## src/shared/dis_pkg.sv

```systemverilog
// package for the idle-stop and auto-restart supervisor
// assumes frequencies in 0.1 Hz units and pwm rate in Hz
package dis_pkg;
  // clock and second tick
  localparam int CLK_HZ = 100000000;
  localparam int SEC_CYCLES = CLK_HZ;
  // restart policy codes
  localparam logic [3:0] POL_MANUAL = 4'h0;
  localparam logic [3:0] POL_X5 = 4'h5;
  localparam logic [3:0] POL_X10 = 4'h6;
  localparam logic [3:0] POL_X15 = 4'h7;
  localparam logic [3:0] POL_X20 = 4'h8;
  localparam logic [3:0] POL_INFINITE = 4'h9;
  localparam logic [4:0] TRIES_10 = 5'h0A;
  localparam logic [4:0] TRIES_15 = 5'h0F;
  localparam logic [4:0] TRIES_20 = 5'h14;
  // retry delay in seconds
  localparam logic [9:0] RETRY_MAX_S = 10'h258;
  localparam logic [9:0] RETRY_DEF_S = 10'h00A;
  // idle timer in seconds
  localparam logic [8:0] IDLE_MAX_S = 9'h12C;
  localparam logic [8:0] IDLE_OFF_S = 9'h12D;
  // frequencies, 0.1 Hz per lsb
  localparam logic [15:0] ENTRY_DEF = 16'h0000;
  localparam logic [15:0] WAKE_DEF = 16'h01F4;
  // boost in percent
  localparam logic [7:0] BOOST_MIN = 8'h01;
  localparam logic [7:0] BOOST_MAX = 8'hC8;
  localparam logic [7:0] BOOST_UNITY = 8'h64;
  // pwm rate in Hz
  localparam logic [15:0] PWM_DERATE_HZ = 16'h1194;
  localparam logic [1:0] NOISE_FIXED = 2'h1;
  // spinning catch codes
  typedef enum logic [1:0] {
    CATCH_OFF = 2'h0,
    CATCH_ON = 2'h1,
    CATCH_BRAKE = 2'h2
  } dis_catch_t;
  // settings group
  typedef struct packed {
    logic [3:0] restart_policy;
    logic [9:0] trip_retry_delay;
    logic [1:0] catch_mode;
    logic [8:0] idle_timer;
    logic [15:0] idle_entry;
    logic [15:0] wake_threshold;
    logic [7:0] boost_pct;
    logic [15:0] output_freq_upper_limit;
    logic [15:0] output_freq_lower_limit;
    logic [15:0] inverter_pwm_rate;
    logic [15:0] default_pwm_rate;
    logic [1:0] noise_method;
    logic closed_loop;
    logic dc_brake_enabled;
  } dis_cfg_t;
endpackage

```

## src/logic/dis_sec_tick.sv

```systemverilog
// whole-second tick generator
// assumes mclk at the package rate
`timescale 1ns/1ns
`default_nettype none
module dis_sec_tick
  import dis_pkg::*;
(
  // clock and reset
  input wire logic mclk,
  input wire logic rstn,
  // one-cycle pulse per second
  output logic tick
);
  logic [26:0] cnt;

  // free running divider
  always_ff @(posedge mclk) begin
    if (!rstn) begin
      cnt <= '0;
      tick <= 1'b0;
    end else if (cnt == 27'(SEC_CYCLES - 1)) begin
      cnt <= '0;
      tick <= 1'b1;
    end else begin
      cnt <= cnt + 27'h1;
      tick <= 1'b0;
    end
  end
endmodule
`default_nettype wire

```

## src/logic/dis_supervisor.sv

```systemverilog
// supervisory control: trip restart, spinning catch, idle stop, pwm limits
// assumes settings are stable words from same clock; pins are async
// assumes the drive stage applies ramps, braking and the current derate
// assumes trip_event, catch_done and brake_done come from logic on mclk
`timescale 1ns/1ns
`default_nettype none
module dis_supervisor
  import dis_pkg::*;
(
  // clock and reset
  input wire logic mclk,
  input wire logic rstn,
  // settings from panel or serial link
  input wire dis_cfg_t cfg,
  // async pins
  input wire logic panel_reset_key,
  input wire logic reset_input,
  input wire logic start_cmd,
  input wire logic local_ref,
  input wire logic jog,
  // drive stage status, same clock
  input wire logic trip_event,
  input wire logic catch_done,
  input wire logic brake_done,
  input wire logic [15:0] theo_freq,
  input wire logic [15:0] actual_freq,
  input wire logic [15:0] motor_speed,
  // drive stage commands
  output logic tripped,
  output logic trip_clear,
  output logic run_enable,
  output logic catch_req,
  output logic brake_req,
  output logic catch_fail,
  output logic ramp_down,
  output logic idle_active,
  output logic [15:0] freq_target,
  output logic [15:0] freq_cap,
  output logic [15:0] boost_pct,
  output logic [15:0] active_pwm_rate,
  output logic derate,
  output logic [4:0] attempts_used
);
  // derived policy limit
  logic [4:0] max_tries;
  logic unlimited;
  // second tick and synchronised pins
  logic tick;
  logic [4:0] pins_s;
  logic man_reset, start_s, local_s, jog_s, start_d;
  logic start_rise;
  // trip retry state
  logic [9:0] retry_cnt;
  logic exhausted;
  // idle timer state
  logic [8:0] idle_cnt;
  logic [8:0] idle_lim;
  // retry delay after its range clamp
  logic [9:0] retry_lim;
  logic idle_ok;
  logic [15:0] entry_f, wake_f;
  // catch sequencer state
  typedef enum logic [1:0] {C_IDLE, C_BRAKE, C_CATCH, C_RUN} cstate_t;
  cstate_t cst;

  // policy decode
  // codes above nine give no tries and are not unlimited, so an illegal
  // code behaves like a policy whose attempts are already used up
  function automatic logic [4:0] tries_of(input logic [3:0] code);
    if (code == POL_X10) tries_of = TRIES_10;
    else if (code == POL_X15) tries_of = TRIES_15;
    else if (code == POL_X20) tries_of = TRIES_20;
    else if (code <= POL_X5) tries_of = {1'b0, code};
    else tries_of = '0;
  endfunction

  // clamp helper for settings
  // out-of-range settings are pulled to the nearest end, never refused
  function automatic logic [15:0] clamp16(input logic [15:0] v,
                                          input logic [15:0] lo,
                                          input logic [15:0] hi);
    if (v < lo) clamp16 = lo;
    else if (v > hi) clamp16 = hi;
    else clamp16 = v;
  endfunction

  // policy 0 yields no tries; the trip latch treats it as manual
  assign max_tries = tries_of(cfg.restart_policy);
  assign unlimited = (cfg.restart_policy == POL_INFINITE);

  // one free-running tick serves the retry delay and the idle timer
  dis_sec_tick u_tick (
    .mclk(mclk),
    .rstn(rstn),
    .tick(tick)
  );

  // pins pass two flops before any logic reads them
  dis_sync #(.W(5)) u_sync (
    .mclk(mclk),
    .rstn(rstn),
    .din({panel_reset_key, reset_input, start_cmd, local_ref, jog}),
    .dout(pins_s)
  );
  // key and reset input are merged after sync; either clears a trip
  // all five pins lag their pads by two clock edges
  assign man_reset = pins_s[4] | pins_s[3];
  assign start_s = pins_s[2];
  assign local_s = pins_s[1];
  assign jog_s = pins_s[0];

  // start edge for catch
  // start_d resets low like the synchronised pins, so reset makes no false edge
  always_ff @(posedge mclk) begin
    if (!rstn) start_d <= 1'b0;
    else start_d <= start_s;
  end
  assign start_rise = start_s & ~start_d;

  // retry delay limited to range
  // a delay above the top of the range is held at the top
  assign retry_lim = (cfg.trip_retry_delay > RETRY_MAX_S) ?
                     RETRY_MAX_S : cfg.trip_retry_delay;

  // trip latch; a new trip wins over a clear in the same cycle
  // the tick runs free, so the first counted second of a retry delay may
  // fall short by up to a second; a zero delay clears on the next edge
  // attempts return to zero only on a manual reset, so sparse trips over
  // a long run add up; this keeps a recurring fault from restarting forever
  always_ff @(posedge mclk) begin
    if (!rstn) begin
      tripped <= 1'b0;
      trip_clear <= 1'b0;
      retry_cnt <= '0;
      attempts_used <= '0;
      exhausted <= 1'b0;
    end else begin
      trip_clear <= 1'b0;
      // a repeat trip while tripped restarts the delay
      if (trip_event) begin
        tripped <= 1'b1;
        retry_cnt <= '0;
      end else if (tripped) begin
        if (man_reset) begin
          tripped <= 1'b0;
          trip_clear <= 1'b1;
          attempts_used <= '0;
          exhausted <= 1'b0;
        // stay tripped once tries run out
        // exhausted only falls on a manual reset
        end else if (cfg.restart_policy == POL_MANUAL || exhausted) begin
          retry_cnt <= '0;
        // attempt count limit
        // checked before the delay so no attempt slips past the limit
        end else if (!unlimited && attempts_used >= max_tries) begin
          exhausted <= 1'b1;
        end else if (retry_cnt >= retry_lim) begin
          tripped <= 1'b0;
          trip_clear <= 1'b1;
          retry_cnt <= '0;
          if (!unlimited) attempts_used <= attempts_used + 5'h1;
        end else if (tick) begin
          retry_cnt <= retry_cnt + 10'h1;
        end
      end else if (man_reset) begin
        attempts_used <= '0;
        exhausted <= 1'b0;
      end
    end
  end

  // thresholds held in their ranges
  // wake is clamped first so entry never sits above it, whatever the
  // order in which the two settings were written
  assign wake_f = clamp16(cfg.wake_threshold, cfg.idle_entry,
                          cfg.output_freq_upper_limit);
  assign entry_f = clamp16(cfg.idle_entry, ENTRY_DEF, wake_f);

  // 301 or above is off
  // any larger value also reads as off, so no stray setting starts a sleep
  assign idle_lim = cfg.idle_timer;
  // local or jog inhibits; loop mode not consulted
  // local or jog also clears a running timer and wakes an idle drive
  assign idle_ok = (idle_lim < IDLE_OFF_S) && !local_s && !jog_s;

  // whole-second idle timer
  // the timer only runs with start held and no trip standing, so a stop
  // or a trip leaves no part-counted time behind
  always_ff @(posedge mclk) begin
    if (!rstn) begin
      idle_cnt <= '0;
      idle_active <= 1'b0;
    end else if (!idle_ok || tripped || !start_s) begin
      idle_cnt <= '0;
      idle_active <= 1'b0;
    end else if (idle_active) begin
      // wake on theoretical above wake threshold
      // waking also restarts the timer from zero
      if (theo_freq > wake_f) begin
        idle_active <= 1'b0;
        idle_cnt <= '0;
      end
    // rise above entry resets timer
    // exactly at the threshold counts as risen
    end else if (actual_freq >= entry_f) begin
      idle_cnt <= '0;
    // count while below entry
    // expiry is tested before the tick, so a zero timer stops at once
    end else if (idle_cnt >= idle_lim) begin
      idle_active <= 1'b1;
    end else if (tick) begin
      idle_cnt <= idle_cnt + 9'h1;
    end
  end
  // ramp-down time applied by the drive stage
  // the level holds until a wake, a stop, a trip or an inhibit
  assign ramp_down = idle_active;

  // pwm source
  // every other method falls back to the default rate word
  always_comb begin
    if (cfg.noise_method == NOISE_FIXED) active_pwm_rate = cfg.inverter_pwm_rate;
    else active_pwm_rate = cfg.default_pwm_rate;
  end
  // derate flag
  // the stage lowers its current; the frequency path is left alone
  assign derate = (active_pwm_rate > PWM_DERATE_HZ);

  // spinning catch sequencer
  // a trip drops back to idle; the clear term below restarts the drive
  // after a reset while start is still held, as no new start edge comes
  // then and the drive would otherwise stay stopped
  always_ff @(posedge mclk) begin
    if (!rstn) begin
      cst <= C_IDLE;
      catch_fail <= 1'b0;
    end else if (!start_s || tripped) begin
      cst <= C_IDLE;
    end else begin
      unique case (cst)
        C_IDLE: begin
          // on start edge or trip clear
          if (start_rise || trip_clear) begin
            catch_fail <= 1'b0;
            // mode decode; brake needs brake enabled
            // mode 2 without brake enabled starts straight away
            if (cfg.catch_mode == CATCH_BRAKE && cfg.dc_brake_enabled)
              cst <= C_BRAKE;
            else if (cfg.catch_mode == CATCH_ON)
              cst <= C_CATCH;
            else
              cst <= C_RUN;
          end
        end
        C_BRAKE: begin
          // dc brake until the stage reports it done
          if (brake_done) cst <= C_RUN;
        end
        C_CATCH: begin
          // catch only below upper limit
          // a failed catch still runs, with catch_fail left for the stage
          if (motor_speed >= cfg.output_freq_upper_limit) begin
            catch_fail <= 1'b1;
            cst <= C_RUN;
          end else if (catch_done) begin
            cst <= C_RUN;
          end
        end
        // run holds until start drops or a trip stands
        C_RUN: cst <= C_RUN;
      endcase
    end
  end
  // requests stand as levels until the stage answers
  assign catch_req = (cst == C_CATCH);
  assign brake_req = (cst == C_BRAKE);
  // idle holds run off so the stage ramps down and stays stopped
  assign run_enable = (cst == C_RUN) && !idle_active;

  // boost only in closed loop, within range
  // only the percentage travels; the regulator scales its own reference
  always_ff @(posedge mclk) begin
    if (!rstn) boost_pct <= {8'h00, BOOST_UNITY};
    else if (!cfg.closed_loop) boost_pct <= {8'h00, BOOST_UNITY};
    else boost_pct <= clamp16({8'h00, cfg.boost_pct}, {8'h00, BOOST_MIN},
                              {8'h00, BOOST_MAX});
  end

  // frequency target and clamp
  // a pwm rate in Hz read as 0.1 Hz counts is exactly one tenth of it, so
  // the rate word serves as the cap with no divider
  always_ff @(posedge mclk) begin
    logic [15:0] cap;
    cap = '0;
    if (!rstn) begin
      freq_target <= '0;
      freq_cap <= '0;
    end else begin
      // a tenth of pwm rate, 0.1 Hz units equal Hz/10*10
      cap = (active_pwm_rate < cfg.output_freq_upper_limit) ?
            active_pwm_rate : cfg.output_freq_upper_limit;
      freq_cap <= cap;
      // stopped in idle: target zero while the stage ramps down
      if (idle_active)
        freq_target <= '0;
      // track theoretical down to lower limit
      // below the lower limit the target holds at the limit
      else if (theo_freq < cfg.output_freq_lower_limit)
        freq_target <= cfg.output_freq_lower_limit;
      else if (theo_freq > cap)
        freq_target <= cap;
      else
        freq_target <= theo_freq;
    end
  end
endmodule
`default_nettype wire

```

## src/logic/dis_sync.sv

```systemverilog
// two flip-flop synchroniser for pin inputs
// assumes asynchronous level inputs
`timescale 1ns/1ns
`default_nettype none
module dis_sync #(
  parameter int W = 1
) (
  // clock and reset
  input wire logic mclk,
  input wire logic rstn,
  // async in, synced out
  input wire logic [W-1:0] din,
  output logic [W-1:0] dout
);
  logic [W-1:0] meta;

  // first stage read only by second
  always_ff @(posedge mclk) begin
    if (!rstn) begin
      meta <= '0;
      dout <= '0;
    end else begin
      meta <= din;
      dout <= meta;
    end
  end
endmodule
`default_nettype wire

```

## config.mk

```make
export PLATFORM = sky130hd
export DESIGN_NAME = dis_supervisor
export DESIGN_NICKNAME = d
export VERILOG_FILES = /design/src/shared/dis_pkg.sv /design/src/logic/dis_sec_tick.sv /design/src/logic/dis_supervisor.sv /design/src/logic/dis_sync.sv
export SDC_FILE = /design/constraint.sdc
export NUM_CORES = 1
export LEC_CHECK = 0
export BUFFER_PORTS_ARGS = -buffer_cell sky130_fd_sc_hd__buf_2
export CORE_ASPECT_RATIO = 0.6
export CORE_MARGIN = 1
export CORE_UTILIZATION = 54
export DETAILED_ROUTE_END_ITERATION = 10
export HOLD_SLACK_MARGIN = 0.06
export PLACE_DENSITY = 0.82
export SYNTH_ARGS = -nofsm -noshare
export SYNTH_HDL_FRONTEND = slang
export SYNTH_HIERARCHICAL = 1
export SYNTH_SLANG_ARGS = --single-unit
```

## constraint.sdc

```tcl
create_clock -name mclk -period 7.6 [get_ports mclk]
set_input_delay 0 -clock mclk [delete_from_list [all_inputs] [get_ports mclk]]
set_output_delay 0 -clock mclk [all_outputs]
set_load 0.01 [all_outputs]
```

==> results.json <==
{
  "r2r_slack_ns": 3.85,
  "yosys_most_used_dff": "dfxtp_1",
  "pwr-share-comb": 0.384,
  "min_from": "cfg[53]",
  "ys_types": 82,
  "slew_headroom": 0.234,
  "cts-buffers-inserted": 9,
  "n_fill_cell": 1402,
  "areaGrowthSynthToFinish_pct": 23.1,
  "slowest_delay_ns": 0.55,
  "synth_edf_count": 0,
  "ant_nets": 0,
  "power_mw": 1.84,
  "critPathSlowestCell": "or4_1",
  "die-area_um2": 18900,
  "cts.path.max_buffers": 2,
  "p_switching_mw": 0.624,
  "syn_area_um2": 9920,
  "fp.dieH_um": 107,
  "clkTransAtPathRegs_ns": 0.07,
  "path_class": "in -> reg",
  "finalMaxSlewViolations": 0,
  "post-route-util": 0.696,
  "timing.hold.worst_endpoint": "freq_cap[1]",
  "holdWs_ns": 0.0741,
  "holdPathStages": 3,
  "gp_congestion": 1.01,
  "viasPerCell": 6.11,
  "wirelength_mm": 34.9,
  "layout_common_cells": "buf_2 (260), ha_1 (165), dfxtp_1 (110)",
  "async_flop_share": 0,
  "io_buffers": 260,
  "worst_slew_pin_slew_ns": 1.14,
  "synth_area_leaders": "dfxtp_1 (22%), ha_1 (21%), nor2_1 (3.9%), a21oi_1 (3.8%), a21o_1 (3.4%)",
  "die_w_um": 177,
  "yosys.area.top_type_share": 0.222,
  "critPathTopFamily": "compound AO/OA/AOI/OAI gates",
  "p_leak_nw": 5.95,
  "maxCapViolations": 0,
  "critPathMostFrequentCell": "a21o_1",
  "syn_inst": 1184,
  "setup_viol": 0,
  "routedWlPerCell_um": 20.3,
  "drtIter0Drc": 1398,
  "worstPathMaxFanout": 15,
  "cts_root_buf": "clkbuf_16",
  "post-route-min-period_ns": 7.09,
  "seq_area_frac_synth": 0.222,
  "drive_above_1_share": 0.236,
  "h-tree-depth": 3,
  "dp_slack_ns": 0.504,
  "reg2reg_depth": 11,
  "cp_data_required_time_ns": 7.87,
  "grt_pass1_vias": 9817,
  "power_density_nw_per_um2": 150,
  "finalHoldViolCount": 0,
  "finClkSkew_ns": 0.00760,
  "final_common_cell": "buf_2",
  "vias": 10500,
  "rr_endpoint": "idle_cnt[3]",
  "min_path_type": "in -> reg",
  "setup_ws_ns": 0.512,
  "drtPass1Iterations": 5,
  "yosys_register_bits": 110,
  "cp-end-kind": "register",
  "setup-tns-final_ns": 0,
  "critical_path.reg2reg.startpoint": "idle_cnt[0]",
  "multiInputGateArea_um2": 7170,
  "fp.coreArea_um2": 17500,
  "period_share": 0.933,
  "rsz0062_at_grt": "false",
  "pwr-share-seq": 0.335,
  "max_freq_ghz": 0.141,
  "io_pins": 269,
  "ir_worst_vdd_v": 0.0000993,
  "worstPathArrival_ns": 7.35,
  "grt_pass1_wl_mm": 53.2,
  "start_kind": "input pin",
  "clockPowerShare": 0.281,
  "ys_warn_count": 6,
  "track_usage": 0.365,
  "cts_tree": "yes",
  "avgSynthCellArea_um2": 8.38,
  "drc": 0,
  "rows": 37,
  "swShare": 0.340,
  "overflow": 0,
  "seqCellArea_um2": 2200,
  "antenna_found_initial": 2,
  "post-synth-top-area-cell": "dfxtp_1",
  "outcome": "finished clean",
  "cts.sink_count": 110,
  "start_util": 0.565,
  "dp_hpwl_mm": 27.5,
  "insertion_delay_ns": 0.35,
  "fin_nets": 1839,
  "internal_power_mw": 1.21,
  "crit_buf_inv": 3,
  "grt_max_degree": 31
}
==> flip-flops by register name, indices dropped and copies added, names as in the netlist <==
| name | count |
|---|---|
| trip_clear | 1 |
| boost_pct | 8 |
| start_d | 1 |
| retry_cnt | 10 |
| freq_target | 16 |
| catch_fail | 1 |
| u_sync/meta | 5 |
| idle_active | 1 |
| freq_cap | 16 |
| u_tick/cnt | 27 |
| idle_cnt | 9 |
| u_tick/tick | 1 |
| exhausted | 1 |
| tripped | 1 |
| cst | 2 |
| u_sync/dout | 5 |
| attempts_used | 5 |
==> worst max path at each step <==
| stage | cells past startpoint | startpoint | endpoint | slack, ns |
|---|---|---|---|---|
| floorplan | 31 | cfg[65] | idle_cnt[6] | 1.39 |
| global placement | 29 | cfg[64] | idle_cnt[6] | 0.72 |
| detailed placement | 29 | cfg[66] | idle_cnt[3] | 0.50 |
| CTS | 30 | cfg[61] | idle_cnt[3] | 0.48 |
| global route | 33 | cfg[61] | idle_cnt[3] | 0.15 |
| finish | 32 | cfg[61] | idle_cnt[3] | 0.51 |
==> per-stage QoR <==
stage / instances / area, um^2
after global routing: 1723 / 12200
after global placement: 1650 / 11300
final: 1723 / 12200
after detailed placement: 1650 / 11300
after floorplan: 1191 / 9950
after CTS: 1720 / 12200
==> repair_timing <==
action / 4_1_cts / 5_1_grt
hold endpoints to repair: 36 / 0
hold buffers: 54 / 0
gates resized for setup: 0 / 0
buffers inserted: 0 / 2
endpoints found under the setup margin: 0 / 3
==> final cells by class <==
type,count,area share
Tap cell,234,0.0240
Clock inverter,4,0.00635
Sequential cell,110,0.180
Clock buffer,12,0.0202
Inverter,87,0.0271
Antenna cell,1,0.000205
Multi-Input combinational cell,954,0.587
Timing Repair Buffer,321,0.155
==> metal layers <==
| metal | wire length [um] | track usage | vias to the layer above |
|---|---|---|---|
| met4 | 864 | 0.108 | 2 |
| met2 | 13700 | 0.511 | 654 |
| li1 | - | - | 4962 |
| met3 | 4680 | 0.128 | 82 |
| met1 | 15700 | 0.517 | 4832 |
| met5 | 10 | 0 | - |
==> power groups by stage <==
stage	registers [mW]	clock network (mW)	logic, mW
floorplan	0.638	0	0.421
global placement	0.627	0	0.633
detailed placement	0.627	0	0.646
CTS	0.614	0.517	0.678
global route	0.618	0.541	0.770
finish	0.616	0.516	0.705
==> tightest hold or removal path, stage by stage <==
cell and delay, ns:
buf_2 0.09, mux2i_1 0.16, nor2_1 0.13
==> cell usage after synthesis (4+ instances only) <==
cell type	instances
o31ai_1	14
nor3b_1	4
a21o_1	45
xor2_1	4
mux2_4	11
inv_1	84
nand2b_1	18
o21a_1	10
mux2i_1	32
nand2_1	88
nand4_1	25
ha_1	165
mux2_2	22
buf_6	4
nand3_1	21
a211oi_1	19
o21ai_0	41
or3_1	13
a2111oi_0	6
or4_1	14
o211ai_1	15
clkbuf_1	17
a31oi_1	8
and2_1	18
and4_1	6
or2_1	8
and3_1	10
or2_2	12
buf_2	4
nor4_1	12
xnor2_1	15
nor2b_1	13
dfxtp_1	110
a311oi_1	15
nor2_1	103
buf_4	9
a21oi_1	75
nor3_1	23
==> cell families after synthesis <==
logic type	count (synthesis)	synth area share
XOR/XNOR	19	0.0168
AND/OR/NAND/NOR	408	0.217
multiplexers	65	0.0739
flip-flops	110	0.222
AO/OA/AOI/OAI	288	0.202
adder cells (fa/ha/maj)	166	0.209
other	1	0.000378
buffers and inverters	127	0.0592
(Power assumes the default switching activity.)
